==> config.mk <==
export PLATFORM = sky130hd
export DESIGN_NAME = gtp_gpio
export DESIGN_NICKNAME = d
export VERILOG_FILES = /design/src/rtl/gtp_pkg.sv /design/src/rtl/gtp_gpio.sv
export SDC_FILE = /design/constraint.sdc
export NUM_CORES = 1
export LEC_CHECK = 0
export BUFFER_PORTS_ARGS = -buffer_cell sky130_fd_sc_hd__buf_2
export CAP_MARGIN = 20
export CORE_AREA = 3 3 115 89
export DETAILED_ROUTE_END_ITERATION = 12
export DIE_AREA = 0 0 118 92
export MAX_ROUTING_LAYER = met4
export PLACE_DENSITY_LB_ADDON = 0.25
export REMOVE_ABC_BUFFERS = 1
export SLEW_MARGIN = 20
export SYNTH_ARGS = -nofsm -noshare
export SYNTH_HDL_FRONTEND = slang
export SYNTH_SLANG_ARGS = --single-unit
==> constraint.sdc <==
create_clock -name clk -period 4.16 [get_ports clk]
set_input_delay 0.416 -clock clk [delete_from_list [all_inputs] [get_ports clk]]
set_output_delay 0.416 -clock clk [all_outputs]
set_load 0.01 [all_outputs]
==> src/rtl/gtp_pkg.sv <==
// package: register map, field layout and reset values of the gpio block
package gtp_pkg;

  // ****************************************************************
  // register offsets
  // ****************************************************************
  localparam logic [7:0] P0_DIR_ADDR = 8'hb8;
  localparam logic [7:0] P1_DIR_ADDR = 8'hc1;
  localparam logic [7:0] P5_DIR_ADDR = 8'hc5;
  localparam logic [7:0] P0_DATA_ADDR = 8'hd0;
  localparam logic [7:0] P1_DATA_ADDR = 8'hd1;
  localparam logic [7:0] P5_DATA_ADDR = 8'hd5;
  localparam logic [7:0] P1_WAKE_ADDR = 8'hc0;
  localparam logic [7:0] P0_PULLUP_ADDR = 8'he0;
  localparam logic [7:0] P1_PULLUP_ADDR = 8'he1;
  localparam logic [7:0] P5_PULLUP_ADDR = 8'he5;
  localparam logic [7:0] OD_SEL_ADDR = 8'he9;
  localparam logic [7:0] IRQ_STATUS_ADDR = 8'hc8;
  localparam logic [7:0] IRQ_MASK_ADDR = 8'hc9;

  // ****************************************************************
  // field layout
  // ****************************************************************
  localparam int P0_WIDTH = 6;
  localparam int P0_CTRL_WIDTH = 5;
  localparam int P1_WIDTH = 8;
  localparam int P5_WIDTH = 3;
  localparam int OD_WIDTH = 4;
  localparam int IRQ_WIDTH = 1;
  localparam int P0_INPUT_ONLY_BIT = 5;
  localparam int OD_P1_BIT0 = 0;
  localparam int OD_P1_BIT1 = 1;
  localparam int OD_P5_BIT0 = 2;
  localparam int OD_P5_BIT2 = 3;
  localparam int IRQ_WAKE_BIT = 0;
  localparam logic [7:0] FULL_MASK = 8'hff;

  // ****************************************************************
  // reset values
  // ****************************************************************
  localparam logic [7:0] DIR_RESET = 8'h00;
  localparam logic [7:0] DATA_RESET = 8'h00;
  localparam logic [7:0] PULLUP_RESET = 8'h00;
  localparam logic [7:0] WAKE_RESET = 8'h00;
  localparam logic [3:0] OD_RESET = 4'h0;
  localparam logic [7:0] RDATA_RESET = 8'h00;

endpackage : gtp_pkg

==> src/rtl/gtp_gpio.sv <==
// gpio block with three ports, pull-ups, open-drain pins and port wake-up
`timescale 1ns/10ps
module gtp_gpio
  import gtp_pkg::*;
(
  input wire logic clk,
  input wire logic rst,
  input wire logic [7:0] addr,
  input wire logic [7:0] wdata,
  input wire logic [7:0] wr_mask,
  input wire logic wr,
  input wire logic rd,
  output logic [7:0] rdata,
  input wire logic [P0_WIDTH-1:0] p0_in,
  input wire logic [P1_WIDTH-1:0] p1_in,
  input wire logic [P5_WIDTH-1:0] p5_in,
  input wire logic ext_reset_opt,
  input wire logic sleep,
  output logic [P0_CTRL_WIDTH-1:0] p0_out,
  output logic [P0_CTRL_WIDTH-1:0] p0_oe,
  output logic [P1_WIDTH-1:0] p1_out,
  output logic [P1_WIDTH-1:0] p1_oe,
  output logic [P5_WIDTH-1:0] p5_out,
  output logic [P5_WIDTH-1:0] p5_oe,
  output logic [P0_CTRL_WIDTH-1:0] p0_pullup,
  output logic [P1_WIDTH-1:0] p1_pullup,
  output logic [P5_WIDTH-1:0] p5_pullup,
  output logic wake_req,
  output logic irq
);

  // ****************************************************************
  // helpers
  // ****************************************************************
  function automatic logic [7:0] merge_bits(input logic [7:0] old,
                                           input logic [7:0] val,
                                           input logic [7:0] msk);
    merge_bits = (old & ~msk) | (val & msk);
  endfunction : merge_bits

  function automatic logic wr_hit(input logic w, input logic [7:0] a,
                                  input logic [7:0] target);
    wr_hit = w && (a == target);
  endfunction : wr_hit

  // ****************************************************************
  // configuration registers
  // ****************************************************************
  logic [P0_CTRL_WIDTH-1:0] p0_dir;
  logic [P1_WIDTH-1:0] p1_dir;
  logic [P5_WIDTH-1:0] p5_dir;
  logic [P0_CTRL_WIDTH-1:0] p0_lat;
  logic [P1_WIDTH-1:0] p1_lat;
  logic [P5_WIDTH-1:0] p5_lat;
  logic [P1_WIDTH-1:0] p1_wake_en;
  logic [OD_WIDTH-1:0] od_sel;
  logic [IRQ_WIDTH-1:0] irq_status;
  logic [IRQ_WIDTH-1:0] irq_mask;

  // per-bit write mask lets software do single-bit set and clear
  always_ff @(posedge clk or posedge rst) begin
    if (rst) begin
      p0_dir <= DIR_RESET[P0_CTRL_WIDTH-1:0];
      p1_dir <= DIR_RESET[P1_WIDTH-1:0];
      p5_dir <= DIR_RESET[P5_WIDTH-1:0];
    end else begin
      if (wr_hit(wr, addr, P0_DIR_ADDR)) begin
        p0_dir <= P0_CTRL_WIDTH'(merge_bits({3'h0, p0_dir}, wdata,
                                            wr_mask));
      end
      if (wr_hit(wr, addr, P1_DIR_ADDR)) begin
        p1_dir <= merge_bits(p1_dir, wdata, wr_mask);
      end
      if (wr_hit(wr, addr, P5_DIR_ADDR)) begin
        p5_dir <= P5_WIDTH'(merge_bits({5'h0, p5_dir}, wdata,
                                       wr_mask));
      end
    end
  end

  // latches take bit writes too; no read-modify-write of pin levels
  always_ff @(posedge clk or posedge rst) begin
    if (rst) begin
      p0_lat <= DATA_RESET[P0_CTRL_WIDTH-1:0];
      p1_lat <= DATA_RESET[P1_WIDTH-1:0];
      p5_lat <= DATA_RESET[P5_WIDTH-1:0];
    end else begin
      if (wr_hit(wr, addr, P0_DATA_ADDR)) begin
        p0_lat <= P0_CTRL_WIDTH'(merge_bits({3'h0, p0_lat}, wdata,
                                            wr_mask));
      end
      if (wr_hit(wr, addr, P1_DATA_ADDR)) begin
        p1_lat <= merge_bits(p1_lat, wdata, wr_mask);
      end
      if (wr_hit(wr, addr, P5_DATA_ADDR)) begin
        p5_lat <= P5_WIDTH'(merge_bits({5'h0, p5_lat}, wdata,
                                       wr_mask));
      end
    end
  end

  // pull-up enables drive the pads straight from their flops
  always_ff @(posedge clk or posedge rst) begin
    if (rst) begin
      p0_pullup <= PULLUP_RESET[P0_CTRL_WIDTH-1:0];
      p1_pullup <= PULLUP_RESET[P1_WIDTH-1:0];
      p5_pullup <= PULLUP_RESET[P5_WIDTH-1:0];
    end else begin
      if (wr_hit(wr, addr, P0_PULLUP_ADDR)) begin
        p0_pullup <= P0_CTRL_WIDTH'(merge_bits({3'h0, p0_pullup}, wdata,
                                               wr_mask));
      end
      if (wr_hit(wr, addr, P1_PULLUP_ADDR)) begin
        p1_pullup <= merge_bits(p1_pullup, wdata, wr_mask);
      end
      if (wr_hit(wr, addr, P5_PULLUP_ADDR)) begin
        p5_pullup <= P5_WIDTH'(merge_bits({5'h0, p5_pullup}, wdata,
                                          wr_mask));
      end
    end
  end

  // a partial-mask write is dropped: bit ops cannot reach this register
  always_ff @(posedge clk or posedge rst) begin
    if (rst) begin
      od_sel <= OD_RESET;
    end else if (wr_hit(wr, addr, OD_SEL_ADDR) && wr_mask == FULL_MASK) begin
      od_sel <= wdata[OD_WIDTH-1:0];
    end
  end

  always_ff @(posedge clk or posedge rst) begin
    if (rst) begin
      p1_wake_en <= WAKE_RESET;
    end else begin
      if (wr_hit(wr, addr, P1_WAKE_ADDR)) begin
        p1_wake_en <= merge_bits(p1_wake_en, wdata, wr_mask);
      end
    end
  end

  // ****************************************************************
  // pad drive
  // ****************************************************************
  logic [P1_WIDTH-1:0] p1_od;
  logic [P5_WIDTH-1:0] p5_od;
  logic [P1_WIDTH-1:0] next_p1_out;
  logic [P1_WIDTH-1:0] next_p1_oe;
  logic [P5_WIDTH-1:0] next_p5_out;
  logic [P5_WIDTH-1:0] next_p5_oe;

  always_comb begin
    p1_od = '0;
    p1_od[0] = od_sel[OD_P1_BIT0];
    p1_od[1] = od_sel[OD_P1_BIT1];
    p5_od = '0;
    p5_od[0] = od_sel[OD_P5_BIT0];
    p5_od[2] = od_sel[OD_P5_BIT2];
  end

  // open-drain only sinks; the pad relies on the output mode set by software
  always_comb begin
    next_p1_out = p1_lat & ~p1_od;
    next_p1_oe = p1_dir & ~(p1_od & p1_lat);
    next_p5_out = p5_lat & ~p5_od;
    next_p5_oe = p5_dir & ~(p5_od & p5_lat);
  end

  // one cycle of latency keeps every pad signal on a flop
  always_ff @(posedge clk or posedge rst) begin
    if (rst) begin
      p0_out <= '0;
      p0_oe <= '0;
      p1_out <= '0;
      p1_oe <= '0;
      p5_out <= '0;
      p5_oe <= '0;
    end else begin
      p0_out <= p0_lat;
      p0_oe <= p0_dir;
      p1_out <= next_p1_out;
      p1_oe <= next_p1_oe;
      p5_out <= next_p5_out;
      p5_oe <= next_p5_oe;
    end
  end

  // ****************************************************************
  // wake-up and interrupt
  // ****************************************************************
  logic [P1_WIDTH-1:0] p1_prev;
  logic [P0_CTRL_WIDTH-1:0] p0_prev;
  logic pin_change;
  logic next_wake_req;
  logic wake_event;
  logic status_read;
  logic [IRQ_WIDTH-1:0] next_irq_status;
  logic [IRQ_WIDTH-1:0] next_irq_mask;

  // pin 5 of port 0 doubles as reset, so it never wakes the device
  always_ff @(posedge clk or posedge rst) begin
    if (rst) begin
      p1_prev <= '0;
      p0_prev <= '0;
    end else begin
      p1_prev <= p1_in;
      p0_prev <= p0_in[P0_CTRL_WIDTH-1:0];
    end
  end

  always_comb begin
    pin_change = |((p1_in ^ p1_prev) & p1_wake_en)
               | |((p0_in[P0_CTRL_WIDTH-1:0] ^ p0_prev) & ~p0_dir);
    next_wake_req = sleep && (wake_req || pin_change);
    wake_event = next_wake_req && !wake_req;
    status_read = rd && (addr == IRQ_STATUS_ADDR);
    next_irq_status = irq_status;
    // irq follows a mask write at the same edge as the register does
    next_irq_mask = irq_mask;
    if (wr_hit(wr, addr, IRQ_MASK_ADDR)) begin
      next_irq_mask = IRQ_WIDTH'(merge_bits({7'h0, irq_mask}, wdata,
                                            wr_mask));
    end
    if (status_read) begin
      next_irq_status = '0;
    end
    // a wake in the clearing cycle survives the read
    if (wake_event) begin
      next_irq_status[IRQ_WAKE_BIT] = 1'b1;
    end
  end

  always_ff @(posedge clk or posedge rst) begin
    if (rst) begin
      wake_req <= 1'b0;
      irq_status <= '0;
      irq_mask <= '0;
      irq <= 1'b0;
    end else begin
      wake_req <= next_wake_req;
      irq_status <= next_irq_status;
      irq_mask <= next_irq_mask;
      irq <= |(next_irq_status & next_irq_mask);
    end
  end

  // ****************************************************************
  // read path
  // ****************************************************************
  logic [7:0] next_rdata;
  logic [P0_WIDTH-1:0] p0_level;

  always_comb begin
    p0_level = p0_in;
    if (ext_reset_opt) begin
      p0_level[P0_INPUT_ONLY_BIT] = 1'b1;
    end
    next_rdata = RDATA_RESET;
    if (rd) begin
      unique case (addr)
        P0_DIR_ADDR: next_rdata = {3'h0, p0_dir};
        P1_DIR_ADDR: next_rdata = p1_dir;
        P5_DIR_ADDR: next_rdata = {5'h0, p5_dir};
        P0_DATA_ADDR: next_rdata = {2'h0, p0_level};
        P1_DATA_ADDR: next_rdata = p1_in;
        P5_DATA_ADDR: next_rdata = {5'h0, p5_in};
        P1_WAKE_ADDR: next_rdata = p1_wake_en;
        IRQ_STATUS_ADDR: next_rdata = {7'h0, irq_status};
        IRQ_MASK_ADDR: next_rdata = {7'h0, irq_mask};
        // write-only and unmapped addresses read zero
        default: next_rdata = RDATA_RESET;
      endcase
    end
  end

  always_ff @(posedge clk or posedge rst) begin
    if (rst) begin
      rdata <= RDATA_RESET;
    end else begin
      rdata <= next_rdata;
    end
  end
endmodule : gtp_gpio

# Word level (Yosys, flattened, before mapping)

Index checks and enable logic that the tools add are counted.

$add $sub $neg: 0
Multipliers: 0
Div/mod/pow operators: 0
$lt $le $gt $ge: 0
Equal/unequal tests: 14
Shift operators: 0
Multiplexer cells: 6
Bitwise operators: 41
Reductions and logical operators: 20

Operators with widths:

| operator           | count |
|---|---|
| $eq 8x8->1 const B | 14 |
| $pmux 8 s9         | 1 |
| $and 8x8->8        | 8 |
| $or 8x8->8         | 4 |
| $and 5x5->5        | 4 |
| $and 3x3->3        | 6 |
| $logic_and 1x1->1  | 16 |
| $not 8->8          | 2 |
| $or 5x5->5         | 3 |
| $or 3x3->3         | 3 |
| $and 2x8->8        | 1 |
| $mux 8             | 1 |
| $not 2->8          | 1 |
| $reduce_or 8->1    | 1 |
| $xor 8x8->8        | 1 |
| $not 3->3          | 2 |
| $not 5->5          | 1 |
| $reduce_or 5->1    | 1 |
| $xor 5x5->5        | 1 |
| $mux 1             | 4 |
| $and 1x1->1        | 2 |
| $or 1x1->1         | 2 |
| $logic_not 1->1    | 1 |
| $logic_or 1x1->1   | 1 |

Flip-flop bits (word level): 117
Bits in latches: 0
Bits in writable memories: 0
Bits in read-only memories: 0
Input port bits: 47
Output and inout bits: 58
Word-level logic and storage cells: 105
Memories kept: 0

# Logic depth before layout (Yosys ltp)

Word-level depth: 9
Depth in mapped cells: 6
Mapped depth without buffers: 4

# Least setup slack after synthesis

No wires, ideal clock.

Kind: input -> register
From: in addr[1]
To: reg rdata[0]
Setup time: 0.081 ns
Arrival time: 1.766 ns
Data required time: 4.079 ns
Setup slack: 2.313 ns
Cell stages on the path: 5
Path through: buf_6 > or4b_4 > nor4b_4 > o31ai_2 > a31oi_2

Word-level cells in the longest chain between the ends: 3

RTL lines:

| what                   | RTL line        | source |
|---|---|---|
| start: declaration     | gtp_gpio.sv:8   | `input wire logic [7:0] addr,` |
| $eq 8x8->1             | gtp_gpio.sv:260 | `unique case (addr)` |
| $pmux 8 s9 *           | gtp_gpio.sv:260 |  |
| $mux 8 *               | gtp_gpio.sv:259 | `if (rd) begin` |
| via next_rdata[0]      | gtp_gpio.sv:250 | `logic [7:0] next_rdata;` |
| end signal: assignment | gtp_gpio.sv:280 | `rdata <= next_rdata;` |
| end: declaration       | gtp_gpio.sv:13  | `output logic [7:0] rdata,` |

Mark *: on every way through the listed nets, which the timed path passes. The rest lies on a longest branch.
A chain may end at the register's enable or synchronous reset.

==> load_flow_metrics.sql <==
INSERT INTO impl_metrics (metric_group, metric, value, unit) VALUES
('route', 'drt_pass1_iterations', '5', ''),
('synthesis', 'synth_adder_area_share', '0', '%'),
('setup_path', 'timing.setup.critical_path_class', 'in2reg', ''),
('synthesis', 'synth_compound_gate_area_share', '7.353', '%'),
('power', 'p_total', '2.877', 'mW'),
('synthesis', 'post_synth_xor_area_fraction', '2.323', '%'),
('global_routing', 'grt_pass1_vias', '3578', ''),
('global_routing', 'groute.usage.overall', '25.21', '%'),
('power', 'vdd_drop_max', '285.9', 'µV'),
('setup_path', 'crit_cells', '5', ''),
('timing', 'finalCriticalPeriod', '2.203', 'ns'),
('synthesis', 'synth.mux.area_fraction', '15.47', '%'),
('global_routing', 'grt_overflow', '0', ''),
('die', 'dieArea', '10860', 'µm²'),
('synthesis', 'synth_area', '4901', 'µm²'),
('synthesis', 'netlist-cell-type-count', '48', ''),
('timing', 'hold_viol', '0', ''),
('setup_path', 'path_delay_family', 'simple AND/OR/NAND/NOR gates', ''),
('global_routing', 'grt_pass1_wl', '20010', 'µm'),
('setup_path', 'critPathBufInv', '1', ''),
('die', 'io_pins', '105', ''),
('layout', 'postLayoutCoreUtil', '67.52', '%'),
('die', 'die_width', '118', 'µm'),
('setup_path', 'timing.critical_path.slowest_cell_delay', '0.77', 'ns'),
('timing', 'grt_setup_unrepaired', 'false', ''),
('timing', 'maxSlewHeadroom', '41.64', '%'),
('clocking', 'clock_latency', '0.42', 'ns'),
('place', 'port-buffer-count', '104', ''),
('power', 'power_density', '467.2', 'nW/µm²'),
('timing', 'fin_skew', '0.009070', 'ns'),
('place', 'gpl.final_weighted_congestion', '0.8606', ''),
('route', 'routed_wl', '12400', 'µm'),
('clocking', 'cts_max_level', '4', ''),
('place', 'dpl.hpwl', '8640', 'µm'),
('layout', 'design.final.nets', '539', ''),
('clocking', 'post_cts.resized_instances', '0', ''),
('layout', 'layout_common_cells', 'sky130_fd_sc_hd__dfrtp_1 (117), sky130_fd_sc_hd__buf_2 (104), sky130_fd_sc_hd__mux2_2 (61)', ''),
('die', 'floorplan.initialDensity', '53.73', '%'),
('setup_path', 'end_kind', 'flip-flop', ''),
('layout', 'areaGrowthSynthToFinish', '25.66', '%'),
('synthesis', 'synthCells', '381', ''),
('setup_path', 'path_cells', 'buf_2 -> nor4_4 -> nor3b_2 -> nand2_1 -> mux2_2', ''),
('timing', 'setup_viol', '0', ''),
('setup_path', 'worstPathArrival', '2.50', 'ns'),
('clocking', 'cts_buffer_count', '17', ''),
('synthesis', 'yosys.area_share.simple', '13.12', '%'),
('layout', 'antenna_cells', '0', ''),
('clocking', 'cts_root_buffer', 'sky130_fd_sc_hd__clkbuf_16', ''),
('clocking', 'cts.reportedPaths.clkPinSlew', '0.05', 'ns'),
('layout', 'layout_fillers', '686', ''),
('setup_path', 'worst-endpoint-required', '4.46', 'ns'),
('clocking', 'postCtsHoldBufs', '0', ''),
('route', 'drt-initial-drc-count', '297', ''),
('hold_path', 'hold_path_class', 'in2async', ''),
('setup_path', 'reg2reg_from', 'p1_prev[1]', ''),
('synthesis', 'async_flop_share', '100.0', '%'),
('flow_run', 'max-cap-violations', '0', ''),
('route', 'viasPerCell', '5.595', ''),
('clocking', 'clock_sink_count', '117', ''),
('synthesis', 'ys_warn_count', '0', ''),
('die', 'fp.dieH', '92', 'µm'),
('route', 'antenna_left', '0', ''),
('timing', 'timing.setup.tns', '0', 'ns'),
('route', 'routed_wire_length_per_instance', '19.61', 'µm'),
('status', 'outcome', 'finished clean', ''),
('die', 'rows', '30', ''),
('synthesis', 'ys_dominant_reg_cell', 'sky130_fd_sc_hd__dfrtp_1', ''),
('clocking', 'clock_tree.buffer_depth', '2', ''),
('timing', 'timing.final.crit_share', '52.95', '%'),
('place', 'preCtsSetupSlack', '1.596', 'ns'),
('setup_path', 'ff_to_ff_end', 'irq', '');
-- cell usage after synthesis, types with 2 or more instances --
cell | n | area (µm²)
sky130_fd_sc_hd__a21boi_0 | 4 | 30.03
sky130_fd_sc_hd__a21oi_1 | 5 | 25.02
sky130_fd_sc_hd__a22o_1 | 8 | 70.07
sky130_fd_sc_hd__a22oi_1 | 9 | 67.56
sky130_fd_sc_hd__and3_1 | 2 | 12.51
sky130_fd_sc_hd__buf_2 | 6 | 30.03
sky130_fd_sc_hd__clkbuf_1 | 7 | 26.28
sky130_fd_sc_hd__dfrtp_1 | 117 | 2928
sky130_fd_sc_hd__inv_1 | 6 | 22.52
sky130_fd_sc_hd__mux2_2 | 61 | 686.9
sky130_fd_sc_hd__mux2i_1 | 6 | 60.06
sky130_fd_sc_hd__nand2_1 | 40 | 150.1
sky130_fd_sc_hd__nand2b_1 | 3 | 18.77
sky130_fd_sc_hd__nand3_1 | 9 | 45.04
sky130_fd_sc_hd__nand4_1 | 7 | 43.79
sky130_fd_sc_hd__nor2_1 | 33 | 123.9
sky130_fd_sc_hd__nor2b_1 | 4 | 25.02
sky130_fd_sc_hd__nor3_1 | 2 | 10.01
sky130_fd_sc_hd__nor3b_2 | 2 | 25.02
sky130_fd_sc_hd__nor4_4 | 2 | 42.54
sky130_fd_sc_hd__nor4b_4 | 2 | 47.55
sky130_fd_sc_hd__nor4bb_1 | 2 | 20.02
sky130_fd_sc_hd__o21ai_0 | 2 | 10.01
sky130_fd_sc_hd__o2bb2ai_1 | 7 | 61.31
sky130_fd_sc_hd__xnor2_1 | 4 | 35.03
sky130_fd_sc_hd__xor2_1 | 9 | 78.83
-- through the flow --
step	hold slack, ns	instances
CTS	0.03117	632
global placement	0.3567	601
finish	0.01707	632
global route	0.05179	632
detailed placement	0.3556	601
floorplan	0.3486	366
-- report_power, final --
group          switching, mW  total [mW]  internal [mW]  leakage, nW
Clock                  0.507        1.52           1.01        0.302
Combinational          0.109       0.172         0.0623         1.22
Sequential            0.0175        1.19           1.17         1.59
Total                  0.634        2.88           2.24         3.11
-- cell families (layout without fill, tap and decap cells) --
kind of cell,count (synthesis),in the layout
flip-flops,117,117
multiplexers,68,68
buffers and inverters,21,144
AND/OR/NAND/NOR,117,117
XOR/XNOR,13,13
AO/OA/AOI/OAI,45,45
-- final cells by class --
type | count | area [µm²] | area share [%]
clock buffers | 18 | 439.2 | 7.131
well taps | 128 | 160.2 | 2.601
flip-flops and latches | 117 | 2928 | 47.54
inverters | 6 | 25.02 | 0.4063
multi-input cells | 243 | 1882 | 30.56
clock inverters | 13 | 181.4 | 2.946
repair buffers | 107 | 543.0 | 8.818
-- worst reg2reg max path, delay by kind of cell (launching register included) --
family | cells | cell delay, ns
AO/OA/AOI/OAI | 3 | 0.94
flip-flops | 1 | 0.37
XOR/XNOR | 1 | 0.14
-- worst min-delay path by stage --
| stage | slack, ns | startpoint | endpoint |
|---|---|---|---|
| CTS | 0.03 | rst | p5_out[0] |
| global placement | 0.36 | flip-flop | p1_out[6] |
| detailed placement | 0.36 | flip-flop | p1_out[6] |
| finish | 0.02 | rst | p5_out[0] |
| global route | 0.05 | rst | p5_out[0] |
| floorplan | 0.35 | flip-flop | p1_out[6] |
-- routing by layer --
metal  up-vias  routed length (µm)  GRT usage, %
li1       1584                   -             -
met5         -                   0             -
met4         0                 152         8.098
met1      1787                5588         35.01
met3        15                 854         7.090
met2       150                5801         36.20
No activity file was read; power rests on OpenSTA's default activity.
